==> config.mk <==
export PLATFORM = sky130hd
export DESIGN_NAME = adcsq_ctrl
export DESIGN_NICKNAME = d
export VERILOG_FILES = /design/src/include/adcsq_pkg.sv /design/src/adcsq_counter.sv /design/src/adcsq_ctrl.sv
export SDC_FILE = /design/constraint.sdc
export NUM_CORES = 1
export LEC_CHECK = 0
export BUFFER_PORTS_ARGS = -buffer_cell sky130_fd_sc_hd__buf_2
export CORE_AREA = 2 2 206 208
export CTS_CLUSTER_SIZE = 24
export DETAILED_ROUTE_END_ITERATION = 16
export DIE_AREA = 0 0 208 210
export GPL_TIMING_DRIVEN = 0
export HOLD_SLACK_MARGIN = 0.1
export MAX_ROUTING_LAYER = met4
export REMOVE_ABC_BUFFERS = 1
export SLEW_MARGIN = 0
export SYNTH_ARGS = -nofsm -noshare
export SYNTH_HDL_FRONTEND = slang
export SYNTH_SLANG_ARGS = --single-unit
export TNS_END_PERCENT = 100
==> constraint.sdc <==
create_clock -name clk_i -period 6 [get_ports clk_i]
set_input_delay 1.8 -clock clk_i [delete_from_list [all_inputs] [get_ports clk_i]]
set_output_delay 1.8 -clock clk_i [all_outputs]
set_load 0.02 [all_outputs]
==> src/include/adcsq_pkg.sv <==
// Package: constants, modes, states and carriers for the ADC sequencer control block
package adcsq_pkg;

   // ==========================================================
   // Register map (word offsets are byte addresses)
   // ==========================================================
   localparam logic [7:0] ADDR_CTRL    = 8'h00; // Mode, enable, channel select
   localparam logic [7:0] ADDR_TIMING  = 8'h04; // Enable delay and sample time
   localparam logic [7:0] ADDR_STATUS  = 8'h08; // Busy, done, current channel
   localparam logic [7:0] ADDR_SINGLE  = 8'h0c; // Last single-channel result
   localparam logic [7:0] ADDR_RES0    = 8'h40; // First per-channel result word
   localparam logic [7:0] ADDR_RES_END = 8'hbc; // Last per-channel result word

   // ==========================================================
   // Field positions
   // ==========================================================
   localparam int CTRL_EN_BIT    = 0;  // Converter enable
   localparam int CTRL_CONT_BIT  = 1;  // Continuous single-channel
   localparam int CTRL_MODE_LSB  = 2;  // Mode field, 2 bits
   localparam int CTRL_CH_LSB    = 8;  // Channel select, 5 bits
   localparam int TIM_EN_LSB     = 0;  // Enable delay, 16 bits
   localparam int TIM_SMP_LSB    = 16; // Sample time, 16 bits
   localparam int STAT_BUSY_BIT  = 0;  // Sequencing in progress
   localparam int STAT_DONE_BIT  = 1;  // Sticky completion flag
   localparam int STAT_CH_LSB    = 8;  // Channel under conversion

   // ==========================================================
   // Widths, counts and reset values
   // ==========================================================
   localparam int RES_W    = 10;                  // Result width
   localparam int CH_W     = 5;                   // Channel select width
   localparam int NUM_CH   = 32;                  // Multiplexer inputs
   localparam int AUTO_LAST = 10;                 // Last auto-sequenced channel
   localparam int CONV_CYC = 12;                  // Conversion phase cycles
   localparam int IRQ_CYC  = 2;                   // Completion pulse cycles
   localparam int DLY_W    = 16;                  // Programmable delay width
   localparam logic [DLY_W-1:0] EN_DLY_RST  = 16'h0010; // Enable delay default
   localparam logic [DLY_W-1:0] SMP_DLY_RST = 16'h0020; // Sample time default
   localparam logic [31:0] UNMAPPED_DATA = 32'h0000_0000;

   // ==========================================================
   // Modes and states
   // ==========================================================
   typedef enum logic [1:0] {
      MODE_SINGLE     = 2'h0,
      MODE_ROUND_ROBIN = 2'h1,
      MODE_ONE_PASS   = 2'h2
   } adcsq_mode_e;

   typedef enum logic [4:0] {
      ST_IDLE    = 5'h01,
      ST_ENWAIT  = 5'h02,
      ST_SAMPLE  = 5'h04,
      ST_CONVERT = 5'h08,
      ST_IRQ     = 5'h10
   } adcsq_state_e;

   // Conversion result carrier
   typedef struct packed {
      logic             valid;
      logic [CH_W-1:0]  ch;
      logic [RES_W-1:0] data;
   } adcsq_result_s;

endpackage

==> src/adcsq_counter.sv <==
// Down counter used for the enable, sample, conversion and interrupt phases
`timescale 1ns/1ps
`default_nettype none

module adcsq_counter #(
   parameter int W = 16
) (
   input  wire logic         clk_i,
   input  wire logic         rst_i,
   input  wire logic         load_i,   // Load a new count
   input  wire logic [W-1:0] value_i,  // Cycles to count, 0 acts as 1
   output logic              done_o    // High in the last counted cycle
);

   logic [W-1:0] cnt_reg; // Remaining cycles minus one

   // ==========================================================
   // Count down
   // ==========================================================
   // Load takes value-1 so a count of N expires N cycles after load
   always_ff @(posedge clk_i) begin
      if (rst_i) begin
         cnt_reg <= '0;
      end else if (load_i) begin
         cnt_reg <= (value_i == '0) ? '0 : W'(value_i - W'(1));
      end else if (cnt_reg != '0) begin
         cnt_reg <= W'(cnt_reg - W'(1));
      end
   end

   // Done reads only the count: the sequencer's load depends on done, so
   // gating done by load would close a combinational loop
   assign done_o = (cnt_reg == '0);

endmodule

`default_nettype wire

==> src/adcsq_ctrl.sv <==
// ADC sequencer control: Wishbone registers, phase sequencer and SAR handshake
//
// Function
// Three modes: single, round robin, one pass
// Single mode converts chosen channel, then interrupts
// Enable delay after disabled to enabled
// Programmable sample phase before conversion
// Conversion phase lasts twelve cycles
// Result readable, interrupt held two cycles
// Continuous single restarts after interrupt period
// Round robin walks auto set from zero
// Results readable anytime, sequence unaffected
// Software sets averaging to one first
// New result overwrites channel's old one
// Per-channel time about 63.33 us
// One pass stops after last auto channel
// One interrupt at one-pass end
// Only channels 0 to 10 auto-sequenced
// Software picks divider index per pin use
// Results are 10-bit unsigned
// Mode change or disable abandons conversion
// 5-bit channel select held while sampling
`timescale 1ns/1ps
`default_nettype none

module adcsq_ctrl #(
   parameter int NUM_CH = adcsq_pkg::NUM_CH
) (
   input  wire logic                          clk_i,
   input  wire logic                          rst_i,
   // Wishbone classic slave
   input  wire logic                          wb_cyc_i,
   input  wire logic                          wb_stb_i,
   input  wire logic                          wb_we_i,
   input  wire logic [7:0]                    wb_adr_i,
   input  wire logic [3:0]                    wb_sel_i,
   input  wire logic [31:0]                   wb_dat_i,
   output logic      [31:0]                   wb_dat_o,
   output logic                               wb_ack_o,
   // SAR converter side
   input  wire logic [adcsq_pkg::RES_W-1:0]   sar_data_i,    // Result bits from converter
   output logic      [adcsq_pkg::CH_W-1:0]    mux_sel_o,     // Input multiplexer select
   output logic                               sar_sample_o,  // Sampling phase active
   output logic                               sar_convert_o, // Conversion phase active
   // Core interrupt
   output logic                               done_irq_o     // Completion interrupt
);

   // ==========================================================
   // Declarations
   // ==========================================================
   localparam int RES_W = adcsq_pkg::RES_W;
   localparam int CH_W  = adcsq_pkg::CH_W;
   localparam int DLY_W = adcsq_pkg::DLY_W;
   localparam logic [CH_W-1:0]  AUTO_LAST_CH = CH_W'(adcsq_pkg::AUTO_LAST);
   localparam logic [DLY_W-1:0] CONV_CNT     = DLY_W'(adcsq_pkg::CONV_CYC);
   localparam logic [DLY_W-1:0] IRQ_CNT      = DLY_W'(adcsq_pkg::IRQ_CYC);

   logic                       en_reg;        // Converter enable
   logic                       cont_reg;      // Continuous single-channel
   adcsq_pkg::adcsq_mode_e     mode_reg;      // Operating mode
   logic [CH_W-1:0]            sel_ch_reg;    // Software channel choice
   logic [DLY_W-1:0]           en_dly_reg;    // Enable delay cycles
   logic [DLY_W-1:0]           smp_dly_reg;   // Sample cycles
   logic                       done_reg;      // Sticky completion flag
   logic [RES_W-1:0]           single_reg;    // Last single-mode result
   logic [RES_W-1:0]           res_mem [NUM_CH]; // Per-channel results
   adcsq_pkg::adcsq_state_e    state_reg;     // Sequencer phase
   adcsq_pkg::adcsq_state_e    state_next;
   logic [CH_W-1:0]            ch_reg;        // Channel under conversion
   logic                       en_d_reg;      // Enable one cycle ago
   logic                       abort;         // Abandon current work
   logic                       load;          // Start a new phase count
   logic [DLY_W-1:0]           load_val;      // Length of next phase
   logic                       phase_done;    // Current phase elapsed
   logic                       wb_req;        // New bus request
   logic                       wr_ctrl;       // Control write strobe
   logic                       wr_done_clr;   // Status write strobe
   logic                       last_auto;     // Last channel of auto set
   logic                       auto_mode;     // Round robin or one pass
   adcsq_pkg::adcsq_result_s   result;        // Finished conversion

   assign wb_req      = wb_cyc_i && wb_stb_i && !wb_ack_o;
   assign wr_ctrl     = wb_req && wb_we_i && (wb_adr_i == adcsq_pkg::ADDR_CTRL);
   assign wr_done_clr = wb_req && wb_we_i && (wb_adr_i == adcsq_pkg::ADDR_STATUS)
                        && wb_sel_i[0] && wb_dat_i[adcsq_pkg::STAT_DONE_BIT];
   assign auto_mode   = (mode_reg != adcsq_pkg::MODE_SINGLE);
   assign last_auto   = (ch_reg == AUTO_LAST_CH);

   // Any control write or disable drops the work in progress
   assign abort = !en_reg || wr_ctrl;

   // ==========================================================
   // Control registers
   // ==========================================================
   // Written as whole bytes; only defined mode codes are accepted
   always_ff @(posedge clk_i) begin
      if (rst_i) begin
         en_reg     <= 1'b0;
         cont_reg   <= 1'b0;
         mode_reg   <= adcsq_pkg::MODE_SINGLE;
         sel_ch_reg <= '0;
      end else if (wr_ctrl) begin
         if (wb_sel_i[0]) begin
            en_reg   <= wb_dat_i[adcsq_pkg::CTRL_EN_BIT];
            cont_reg <= wb_dat_i[adcsq_pkg::CTRL_CONT_BIT];
            // Reserved mode code keeps the old mode
            case (wb_dat_i[adcsq_pkg::CTRL_MODE_LSB +: 2])
               2'h0:    mode_reg <= adcsq_pkg::MODE_SINGLE;
               2'h1:    mode_reg <= adcsq_pkg::MODE_ROUND_ROBIN;
               2'h2:    mode_reg <= adcsq_pkg::MODE_ONE_PASS;
               default: mode_reg <= mode_reg;
            endcase
         end
         if (wb_sel_i[1]) begin
            sel_ch_reg <= wb_dat_i[adcsq_pkg::CTRL_CH_LSB +: CH_W];
         end
      end
   end

   // Timing register, one half-word per delay
   always_ff @(posedge clk_i) begin
      if (rst_i) begin
         en_dly_reg  <= adcsq_pkg::EN_DLY_RST;
         smp_dly_reg <= adcsq_pkg::SMP_DLY_RST;
      end else if (wb_req && wb_we_i && (wb_adr_i == adcsq_pkg::ADDR_TIMING)) begin
         if (wb_sel_i[1:0] == 2'h3) begin
            en_dly_reg <= wb_dat_i[adcsq_pkg::TIM_EN_LSB +: DLY_W];
         end
         if (wb_sel_i[3:2] == 2'h3) begin
            smp_dly_reg <= wb_dat_i[adcsq_pkg::TIM_SMP_LSB +: DLY_W];
         end
      end
   end

   // Enable history for the rising-edge test
   always_ff @(posedge clk_i) begin
      if (rst_i) begin
         en_d_reg <= 1'b0;
      end else begin
         en_d_reg <= en_reg;
      end
   end

   // ==========================================================
   // Phase counter
   // ==========================================================
   adcsq_counter #(
      .W (DLY_W)
   ) u_phase_cnt (
      .clk_i   (clk_i),
      .rst_i   (rst_i),
      .load_i  (load),
      .value_i (load_val),
      .done_o  (phase_done)
   );

   // ==========================================================
   // Sequencer next state
   // ==========================================================
   always_comb begin
      state_next = state_reg;
      load       = 1'b0;
      load_val   = smp_dly_reg;
      case (state_reg)
         adcsq_pkg::ST_IDLE: begin
            // Start only on a fresh enable
            if (en_reg && !en_d_reg) begin
               state_next = adcsq_pkg::ST_ENWAIT;
               load       = 1'b1;
               load_val   = en_dly_reg;
            end
         end
         adcsq_pkg::ST_ENWAIT: begin
            if (phase_done) begin
               state_next = adcsq_pkg::ST_SAMPLE;
               load       = 1'b1;
               load_val   = smp_dly_reg;
            end
         end
         adcsq_pkg::ST_SAMPLE: begin
            if (phase_done) begin
               state_next = adcsq_pkg::ST_CONVERT;
               load       = 1'b1;
               load_val   = CONV_CNT;
            end
         end
         adcsq_pkg::ST_CONVERT: begin
            if (phase_done) begin
               if (!auto_mode || (mode_reg == adcsq_pkg::MODE_ONE_PASS && last_auto)) begin
                  state_next = adcsq_pkg::ST_IRQ;
                  load       = 1'b1;
                  load_val   = IRQ_CNT;
               end else begin
                  // Round robin and mid-pass go straight to the next channel
                  state_next = adcsq_pkg::ST_SAMPLE;
                  load       = 1'b1;
                  load_val   = smp_dly_reg;
               end
            end
         end
         adcsq_pkg::ST_IRQ: begin
            if (phase_done) begin
               if (!auto_mode && cont_reg) begin
                  state_next = adcsq_pkg::ST_SAMPLE;
                  load       = 1'b1;
                  load_val   = smp_dly_reg;
               end else begin
                  // One pass halts; re-enable to run again
                  state_next = adcsq_pkg::ST_IDLE;
               end
            end
         end
         default: state_next = adcsq_pkg::ST_IDLE;
      endcase
      if (abort) begin
         state_next = adcsq_pkg::ST_IDLE;
         load       = 1'b0;
      end
   end

   // State register
   always_ff @(posedge clk_i) begin
      if (rst_i) begin
         state_reg <= adcsq_pkg::ST_IDLE;
      end else begin
         state_reg <= state_next;
      end
   end

   // ==========================================================
   // Channel stepping
   // ==========================================================
   // Auto modes wrap at the last flagged channel, never above it
   always_ff @(posedge clk_i) begin
      if (rst_i) begin
         ch_reg <= '0;
      end else if (state_reg == adcsq_pkg::ST_IDLE) begin
         ch_reg <= auto_mode ? '0 : sel_ch_reg;
      end else if (state_reg == adcsq_pkg::ST_CONVERT && phase_done && auto_mode
                   && !abort) begin
         ch_reg <= last_auto ? '0 : CH_W'(ch_reg + CH_W'(1));
      end
   end

   // ==========================================================
   // Result capture
   // ==========================================================
   // One driver for the whole carrier: valid, channel, data
   assign result = {(state_reg == adcsq_pkg::ST_CONVERT) && phase_done && !abort, ch_reg,
                    sar_data_i};

   // Single-mode result; per-channel results in every mode overwrite in place
   always_ff @(posedge clk_i) begin
      if (rst_i) begin
         single_reg <= '0;
      end else if (result.valid && !auto_mode) begin
         single_reg <= result.data;
      end
   end

   always_ff @(posedge clk_i) begin
      if (result.valid) begin
         res_mem[result.ch] <= result.data;
      end
   end

   // Sticky done flag, a new completion beats a software clear
   always_ff @(posedge clk_i) begin
      if (rst_i) begin
         done_reg <= 1'b0;
      end else if (state_next == adcsq_pkg::ST_IRQ && state_reg != adcsq_pkg::ST_IRQ) begin
         done_reg <= 1'b1;
      end else if (wr_done_clr) begin
         done_reg <= 1'b0;
      end
   end

   // ==========================================================
   // Converter and interrupt outputs
   // ==========================================================
   // Registered from the next state so outputs align with the phase
   always_ff @(posedge clk_i) begin
      if (rst_i) begin
         sar_sample_o  <= 1'b0;
         sar_convert_o <= 1'b0;
         done_irq_o    <= 1'b0;
         mux_sel_o     <= '0;
      end else begin
         sar_sample_o  <= (state_next == adcsq_pkg::ST_SAMPLE);
         sar_convert_o <= (state_next == adcsq_pkg::ST_CONVERT);
         done_irq_o    <= (state_next == adcsq_pkg::ST_IRQ);
         // Select follows the channel that enters sampling next
         if (state_next == adcsq_pkg::ST_SAMPLE) begin
            mux_sel_o <= (state_reg == adcsq_pkg::ST_CONVERT && auto_mode)
                         ? (last_auto ? '0 : CH_W'(ch_reg + CH_W'(1)))
                         : ch_reg;
         end
      end
   end

   // ==========================================================
   // Wishbone read and acknowledge
   // ==========================================================
   // One wait state; reads never disturb the sequencer
   always_ff @(posedge clk_i) begin
      if (rst_i) begin
         wb_ack_o <= 1'b0;
         wb_dat_o <= '0;
      end else begin
         wb_ack_o <= wb_req;
         if (wb_req && !wb_we_i) begin
            if (wb_adr_i >= adcsq_pkg::ADDR_RES0 && wb_adr_i <= adcsq_pkg::ADDR_RES_END
                && wb_adr_i[1:0] == 2'h0) begin
               wb_dat_o <= {22'h0, res_mem[5'(wb_adr_i[7:2] - adcsq_pkg::ADDR_RES0[7:2])]};
            end else begin
               case (wb_adr_i)
                  adcsq_pkg::ADDR_CTRL:
                     wb_dat_o <= {19'h0, sel_ch_reg, 4'h0, mode_reg, cont_reg, en_reg};
                  adcsq_pkg::ADDR_TIMING:
                     wb_dat_o <= {smp_dly_reg, en_dly_reg};
                  adcsq_pkg::ADDR_STATUS:
                     wb_dat_o <= {19'h0, ch_reg, 6'h0, done_reg,
                                  (state_reg != adcsq_pkg::ST_IDLE)};
                  adcsq_pkg::ADDR_SINGLE:
                     wb_dat_o <= {22'h0, single_reg};
                  default:
                     wb_dat_o <= adcsq_pkg::UNMAPPED_DATA;
               endcase
            end
         end
      end
   end

   // ==========================================================
   // Checks
   // ==========================================================
   // Run length of the conversion strobe, so the length check needs no long repeat
   logic [DLY_W-1:0] conv_run_reg;
   always_ff @(posedge clk_i) begin
      if (rst_i || !sar_convert_o) begin
         conv_run_reg <= '0;
      end else begin
         conv_run_reg <= DLY_W'(conv_run_reg + DLY_W'(1));
      end
   end
endmodule

`default_nettype wire

Yosys cells after proc, flatten, opt, wreduce, memory -nomap -nowiden
Memory sizes are Yosys's and may differ from the RTL's.
Index checks and enable logic that the tools add are counted.

cells by class
  add/subtract/negate cells = 4
  magnitude comparators = 2
  equal/unequal tests = 19
  mux-type cells = 35
  reduce and logical (&&, ||, !) cells = 46

operators with widths
  cell                     count
  $pmux W32 S4             1
  $mux W16                 7
  $mux W5                  12
  $pmux W16 S3             1
  $logic_not A16 Y1        2
  $mux W32                 1
  $sub A16 B1 Y16 const B  2
  $pmux W5 S5              1
  $logic_and A1 B1 Y1      21
  $eq A8 B4 Y1 const B     2
  $reduce_bool A16 Y1      1
  $eq A5 B4 Y1 const B     3
  $eq A5 B3 Y1 const B     2
  $eq A5 B5 Y1 const B     2
  $mux W1                  9
  $eq A2 B2 Y1 const B     4
  $eq A8 B3 Y1 const B     1
  $ge A8 B7 Y1 const B     1
  $le A8 B8 Y1 const B     1
  $logic_not A8 Y1         1
  $reduce_and A2 Y1        4
  $reduce_bool A2 Y1       4
  $logic_not A1 Y1         6
  $pmux W2 S3              1
  other kinds (14)         16

storage, ports and cells
  register bits = 120
  memory bits (writable) = 320
  bits of input ports = 59
  output and inout bits = 41
  word-level logic and storage cells = 125
  memories = 1

memory list
  memory   words  bits a word  read ports  clocked after memory_dff  write ports  RTL line          RTL
  res_mem  32     10           1           0                         1            adcsq_ctrl.sv:67  logic [RES_W-1:0] res_mem [NUM_CH];

Longest topological paths before layout
Gate-level depths: netlist of the first run.

  depth after elaboration = 10
  gate-level depth with buffers = 16
  mapped depth without buffers = 14

Cells and area by module
Synthesis of the first run repeated with hierarchy kept, for this count alone.

unflattened totals
  cells, all modules = 1,226
  area, all modules = 18,365.1 um^2

by module, submodules not included
  module         times used  cells each  area an instance (um^2)  seq. area each (um^2)
  adcsq_ctrl     1           1,081       17,179.0                 11,691.2
  adcsq_counter  1           145         1,186.1                  320.3

Worst setup path before layout of the first run
Ideal clock, no wire load.

  path kind = input to register
  start point = input wb_adr_i[2]
  end point = register wb_dat_o[0]
  library setup time = 0.138 ns
  arrival = 4.022 ns
  data required time = 5.862 ns
  setup slack = 1.841 ns
  cell stages on the path = 8
  path buffers = 2
  path through = clkbuf_1 -> buf_1 -> mux4_2 -> mux4_2 -> mux2i_1 -> nor2_1 -> a21oi_1 -> a211oi_1

between the ends
  longest elaborated chain between the ends = 4
  elaborated cells on any way between the ends = 12
  those cells by class = add/sub: 1; order compare: 2; eq/ne: 3; mux: 2; reduce/logical: 3; memory: 1

ends and longest elaborated chain
  what                                                     RTL line           RTL
  start, declared                                          adcsq_ctrl.sv:35   input wire logic [7:0] wb_adr_i,
  branches (longest 3 deep; another with $mem_v2 Z32 W10)  -
  $mux W32 *                                               adcsq_ctrl.sv:313  if (wb_adr_i >= adcsq_pkg::ADDR_RES0 && wb_adr_i <= adcsq_pkg::ADDR_RES_END
  end signal, assigned                                     adcsq_ctrl.sv:315  wb_dat_o <= {22'h0, res_mem[5'(wb_adr_i[7:2] - adcsq_pkg::ADDR_RES0[7:2])]};
  end signal, assigned                                     adcsq_ctrl.sv:319  wb_dat_o <= {19'h0, sel_ch_reg, 4'h0, mode_reg, cont_reg, en_reg};
  end signal, assigned                                     adcsq_ctrl.sv:321  wb_dat_o <= {smp_dly_reg, en_dly_reg};
  end, declared                                            adcsq_ctrl.sv:38   output logic [31:0] wb_dat_o,

Mark *: on every way between the ends.
A chain may end at the register's enable or synchronous reset.

Worst setup path in the final report of the first run
  start point = input wb_adr_i[5]
  end point = register en_dly_reg[4]

between the ends
  longest elaborated chain between the ends = 3

ends and longest elaborated chain
  what                         RTL line           RTL
  $eq A8 B3 Y1                 adcsq_ctrl.sv:126  end else if (wb_req && wb_we_i && (wb_adr_i == adcsq_pkg::ADDR_TIMING)) begin
  $logic_and A1 B1 Y1          adcsq_ctrl.sv:126
  $reduce_and A2 Y1 (no line)  -
  end signal, assigned         adcsq_ctrl.sv:124  en_dly_reg <= adcsq_pkg::EN_DLY_RST;
  end signal, assigned         adcsq_ctrl.sv:128  en_dly_reg <= wb_dat_i[adcsq_pkg::TIM_EN_LSB +: DLY_W];
  end, declared                adcsq_ctrl.sv:63   logic [DLY_W-1:0] en_dly_reg;

Every way passes these cells.

==> results.cfg, run 1 <==
[synth]
synth_cells = 1267
syn_avg_cell_area_sq_um = 14.51
synth_cell_types = 72
ys.warnings.count = 0
syn-cell-area_sq_mm = 0.01838
synthArstFlopShare = 0
synth-seq-area-share = 0.6535
synth-seq-cells = 440
synthFlopType = edfxtp_1
synth_edf_count = 320

[floorplanning]
num_io_pins = 100
start_util = 0.4431
num_rows = 75
die_h_um = 210
die_x_um = 208
coreArea_sq_mm = 0.04148
die_area_sq_mm = 0.04368

[drt]
met2_length_mm = 21.67
ant_nets = 0
drt-met1-wl_mm = 19.22
vias_per_cell = 5.764
drt-initial-drc-count = 966
firstDrtPassIters = 5
wl_per_cell_um = 22.94
vias = 11060
wl_met3_mm = 2.083
drc = 0
routed_wirelength_mm = 44.02
top_layer_used = met4

[placed_design]
dpl.hpwl_mm = 29.40
placedInstanceArea_sq_mm = 0.01938
dp_cells = 1836
port_buffers = 99
place_congestion = 0.8742

[critical_path]
r2r_end = u_phase_cnt.cnt_reg[10]
reg2regPathDepth = 12
start_kind = input pin
required_ns = 6.44
endpoint_kind = register
crit_type = in2reg
arrival_ns = 5.33
crit_path_max_fanout = 21
r2r_start = ch_reg[3]
reg2reg_setup_slack_ns = 1.44

[min_path]
holdPathEnd = single_reg[9]
min_path_type = reg2reg
whs_path_depth = 2
min-delay-start = single_reg[9]

[cts]
post-cts-setup-buffers = 0
numCtsBuffers = 48
clk_pin_slew_ns = 0.06
postCtsHoldBufs = 0
worstSkewPairLatency_ns = 0.58
clock-sinks = 440
post_cts_resized = 0
cts_tree = yes
htreeDepth = 2
cts-root-buf = clkbuf_16
clockBufferDepth = 3

[final_layout]
final_common_cell = edfxtp_1
reg_top3 = res_mem: 320 flops, wb_dat_o: 32 flops
final_cells = 1919
design_area_sq_mm = 0.02086
top_register = res_mem
area_growth_pct = 13.49
drive_above_1_share = 0.2145
n_fill_cell = 3548
diodes = 0
largest_reg_flops = 320
finish.utilization = 0.5029
finalNetCount = 1413
final_cell_mix = 320 x edfxtp_1, 142 x nor2_1, 120 x nand2_1, 120 x dfxtp_1, 104 x mux4_2

[global_route]
grt_usage = 0.2095
antenna_found_initial = 0
grt_max_degree = 89
overflow = 0
grt_first_pass_wirelength_mm = 67.68
grt_pass1_vias = 10850

[timing]
worst_pin_slew_ns = 1.135
clock_skew_ns = 0.03133
finalCriticalPeriod_ns = 4.889
max_slew_margin = 0.2433
finalSetupTns_ns = 0
fin_crit_sh = 0.8148
setup_viol = 0
clock.fmax_mhz = 204.6
final-hold-violation-count = 0
rsz0062_at_grt = no
slew_viol_final = 0

[run]
maxCapViolations = 0

[power_and_ir_drop]
power_density_mw_per_mm2 = 323.3
p_leak_nw = 6.861
total_power_mw = 6.743
peakVddDrop_mv = 0.2130

[outcome]
status = complete, no violations
critical path, cell delays in order:
cell and delay (ns):
buf_2 0.32, nor4_1 0.83, nand2_1 0.32, nor3_1 0.87, nand4_1 0.82, nand2_1 0.25, nand3_1 0.10
Yosys cell counts (all sizes together) (4+ instances only):
master / number / share of area
a221oi: 6 / 0.0042
xor2: 16 / 0.0076
nor2: 143 / 0.029
a211oi: 12 / 0.0056
nand3: 19 / 0.0052
mux2: 4 / 0.0025
mux4: 104 / 0.13
ha: 7 / 0.0048
mux2i: 28 / 0.015
dfxtp: 120 / 0.13
and2: 6 / 0.0020
nand4: 11 / 0.0044
or3: 5 / 0.0017
nand2: 120 / 0.025
a22o: 4 / 0.0019
nand2b: 4 / 0.0014
buf: 19 / 0.0049
xnor2: 12 / 0.0057
nor2b: 4 / 0.0014
o21ai: 25 / 0.0068
a211o: 4 / 0.0019
nand3b: 4 / 0.0016
a21oi: 70 / 0.019
clkbuf: 53 / 0.011
a22oi: 30 / 0.012
nor3: 29 / 0.0082
o22ai: 17 / 0.0058
edfxtp: 320 / 0.52
o211ai: 4 / 0.0016
nor4: 8 / 0.0047
inv: 12 / 0.0025
a21o: 5 / 0.0020
power breakdown:
group	internal [mW]	leakage, nW	switching, mW
combinational	0.256	2.30	0.357
clock	1.60	0.714	1.17
sequential	3.30	3.85	0.0559
total	5.16	6.86	1.59
kinds of logic (layout without fill, tap and decap cells):
kind of cell,count (synthesis),after routing,synth area share
flip-flops,440,440,0.6535
AND/OR/NAND/NOR,373,373,0.09306
AO/OA/AOI/OAI,199,199,0.07202
multiplexers,136,136,0.1451
buffers and inverters,84,197,0.01818
XOR/XNOR,28,28,0.01334
adder cells (fa/ha/maj),7,7,0.004765
per-layer routing:
layer | vias to the layer above | GRT usage
li1 | 5043 | -
met1 | 5608 | 0.2849
met2 | 347 | 0.3305
met3 | 63 | 0.02861
met4 | 0 | 0.06603
met5 | - | -
worst max path at each step:
stage,startpoint,to,slack [ns],cells after the start
after global placement,wb_adr_i[2],res_mem[13][5],-2.04,6
after floorplan,wb_cyc_i,res_mem[14][0],2.11,5
after CTS,wb_adr_i[2],res_mem[4][6],1.17,7
after global routing,wb_adr_i[5],en_dly_reg[5],0.92,7
final,wb_adr_i[5],en_dly_reg[4],1.11,7
after detailed placement,wb_adr_i[2],res_mem[4][5],0.57,7
through the flow:
stage | hold WS (ns) | setup slack, ns
6_report | 0.4508 | 1.111
5_1_grt | 0.4704 | 0.9228
4_1_cts | 0.4509 | 1.167
3_5_place_dp | 0.4455 | 0.5656
3_3_place_gp | 0.4382 | -2.042
2_1_floorplan | 0.4223 | 2.105
final cells by class:
cell class                      instances  area, sq um  share of cell area
Multi-Input combinational cell        743         6055              0.2902
Clock buffer                           67         1334             0.06394
Clock inverter                         16        147.6            0.007078
Timing Repair Buffer                  102        593.1             0.02843
Tap cell                              539        674.4             0.03233
Inverter                               12        45.04            0.002159
Sequential cell                       440        12010              0.5758
Power figures use the tool's default switching activity.
==> run 2: changes to the inputs <==
ABC_AREA = 1   (was unset)
CORE_AREA = 2 2 205 207   (was 2 2 206 208)
DIE_AREA = 0 0 207 209   (was 0 0 208 210)
clock period = 5.1 ns   (was 6 ns; I/O delays follow)
==> run 2 against run 1 <==
Net effect: wire length grew 9.4%; combinational power rose by 47%; clock power up 17%; critical path depth rose by 4; first-iteration DRC count increased by 14%; count of clock-buffer cells in the layout fell by 14; setup slack got worse by 1.1 ns; critical path type unchanged; highest routed layer unchanged.
==> results.cfg, run 2 <==
[final_layout]
diodes = 0
finish.utilization = 0.5020
final_common_cell = nand2_1
final_cells = 2324
top_register = res_mem
design_area_sq_mm = 0.02073
largest_reg_flops = 320
area_growth_pct = 14.00
reg_top3 = res_mem: 320 flops, wb_dat_o: 32 flops
drive_above_1_share = 0.1529
finalNetCount = 1817
final_cell_mix = 374 x nand2_1, 320 x edfxtp_1, 120 x dfxtp_1

[cts]
numCtsBuffers = 46
clock-sinks = 440
clockBufferDepth = 3
clk_pin_slew_ns = 0.06
cts-root-buf = clkbuf_16
post_cts_resized = 0
worstSkewPairLatency_ns = 0.59
htreeDepth = 2
cts_tree = yes
post-cts-setup-buffers = 0
postCtsHoldBufs = 0

[timing]
clock.fmax_mhz = 197.1
final-hold-violation-count = 0
worst_pin_slew_ns = 1.424
rsz0062_at_grt = yes
setup_viol = 0
slew_viol_final = 0
max_slew_margin = 0.05082
finalCriticalPeriod_ns = 5.074
clock_skew_ns = 0.02427
fin_crit_sh = 0.9950

[critical_path]
crit_path_max_fanout = 29
worstPathCellList = buf_2 > nor2_4 > nand3_1 > nor2_1 > inv_2 > nor2_2 > nor2_1 > inv_2 > nor3_2 > nand2_1 > nor2_1
crit_type = in2reg
critical_path.endpoint = res_mem[0][3]
cp.depth = 11
max_stage_delay_ns = 0.94
reg2reg_setup_slack_ns = 1.26
cpLargestDelayFamily = simple AND/OR/NAND/NOR gates
cpMostUsedCell = nor2_1
arrival_ns = 5.26
cp_slowest_cell = nor2_1
endpoint_kind = register
start_kind = input pin
r2r_start = state_reg[3]
required_ns = 5.28
reg2regPathDepth = 18
worst-path-buf-inv = 3
r2r_end = u_phase_cnt.cnt_reg[13]
startpoint = wb_adr_i[4]

[global_route]
grt_usage = 0.2274
grt_pass1_vias = 12140
antenna_found_initial = 0
grt_max_degree = 72
grt_first_pass_wirelength_mm = 73.22
overflow = 0

[run]
maxCapViolations = 0

[power_and_ir_drop]
p_leak_nw = 7.132
internal-power_mw = 6.075
total_power_mw = 8.106
switching_share = 0.2505
seqPwrFrac = 0.488
power_density_mw_per_mm2 = 391.1
pwr-share-clk = 0.401
peakVddDrop_mv = 0.2677
power_frac_comb = 0.111
netSwitchingPower_mw = 2.031

[floorplanning]
num_rows = 75
die_x_um = 207
start_util = 0.4403
coreArea_sq_mm = 0.04129
die_area_sq_mm = 0.04326
num_io_pins = 100
die_h_um = 209

[placed_design]
port_buffers = 99
place_congestion = 0.8764
dp_cells = 2242
placedInstanceArea_sq_mm = 0.01921
dpl.hpwl_mm = 30.71

[outcome]
status = complete, no violations

[synth]
synth-seq-cells = 440
ys.warnings.count = 0
syn_avg_cell_area_sq_um = 10.87
syn-cell-area_sq_mm = 0.01818
yosys-top-cells-count = 374 x nand2_1, 320 x edfxtp_1, 137 x nor2_1, 120 x dfxtp_1
yosysMostFrequentCell = nand2_1
ys_top_cells_by_area = edfxtp_1 53%, dfxtp_1 13%, nand2_1 7.7%
synthFlopType = edfxtp_1
synth_cells = 1673
synth_cell_types = 50
synth-seq-area-share = 0.6607
synth.top_cell.area_share = 0.5285
synth_edf_count = 320
synthArstFlopShare = 0
yosys.area.top_type = edfxtp_1

[min_path]
min_path_type = reg2reg

[drt]
ant_nets = 0
drt-initial-drc-count = 1103
routed_wirelength_mm = 48.15
vias = 12870
drc = 0
wl_per_cell_um = 20.72
firstDrtPassIters = 5
vias_per_cell = 5.540
## run 2: cell count changes in the layout (fill, tap and decap cells not counted), moves of 19 or more
cell,change
nand3_1,+78
inv_1,+59
nor3_1,-19
mux2i_1,-28
a21oi_1,+28
nor2_2,+32
nand4_1,+33
nor2_1,-33
nand2_1,+254
a22oi_1,+51
o21ai_0,+35
mux4_2,-104
## run 2: routing by layer
metal / share of wire / wire length [um] / vias up / track usage
met1: 0.45 / 21770 / 6232 / 0.3118
met5: 0 / 0 / - / -
li1: - / - / 6158 / -
met2: 0.46 / 22200 / 411 / 0.3480
met4: 0.026 / 1265 / 0 / 0.07365
met3: 0.061 / 2919 / 73 / 0.03637
## run 2: through the flow
stage	setup slack (ns)	setup TNS (ns)	hold WS, ns
after floorplan	-0.8970	-128.42	0.4411
after global placement	-5.020	-1663.87	0.4539
after detailed placement	-0.5670	-152.60	0.4549
after CTS	0.04678	0	0.4630
after global routing	-0.1776	-9.153	0.4746
final	0.02569	0	0.4598
## run 2: kinds of logic after synthesis
kind of cell / Yosys count / synth area share
and+or+nand+nor: 709 / 0.1728
DFF: 440 / 0.6607
buffers and inverters: 171 / 0.03689
xor gates and xnor gates: 13 / 0.006263
AOI/OAI and AO/OA: 333 / 0.1186
adders and majority gates: 7 / 0.004817
## run 2: power by group through the flow
stage	sequential, mW	combinational, mW	clock [mW]
after global placement	4.03	0.879	0
after global routing	3.96	1.00	3.44
after detailed placement	4.03	0.895	0
after floorplan	4.02	0.616	0
after CTS	3.95	0.900	3.31
final	3.95	0.900	3.25
## run 2: final cells by class
cell class	count	area [sq um]
flip-flops and latches	440	12010
fillers	3653	20560
multi-input cells	1062	5579
well taps	539	674.4
inverters	95	362.8
clock inverters	29	255.2
repair buffers	106	645.6
clock buffers	53	1197
## run 2: worst min path at each step
stage,depth (start not counted),slack (ns),startpoint,endpoint
3_3_place_gp,2,0.45,wb_dat_o[18],wb_dat_o[18]
3_5_place_dp,2,0.45,wb_dat_o[28],wb_dat_o[28]
6_report,2,0.46,wb_dat_o[28],wb_dat_o[28]
5_1_grt,2,0.47,wb_dat_o[28],wb_dat_o[28]
2_1_floorplan,2,0.44,sel_ch_reg[1],sel_ch_reg[1]
4_1_cts,2,0.46,wb_dat_o[28],wb_dat_o[28]
## run 2: worst register-to-register path, cell delays in order (launching register included)
cell	delay [ns]
dfxtp_1	0.34
nor2_2	0.15
nand4_1	0.59
nor2_1	0.86
inv_1	0.25
nand3_1	0.15
nand2_1	0.07
nand2_1	0.09
inv_1	0.05
ha_1	0.20
nand3_1	0.13
nor2_4	0.05
nand2_2	0.10
nor2_4	0.07
nand3_2	0.06
nand2_2	0.05
inv_2	0.22
nand3_1	0.18
a21oi_1	0.16
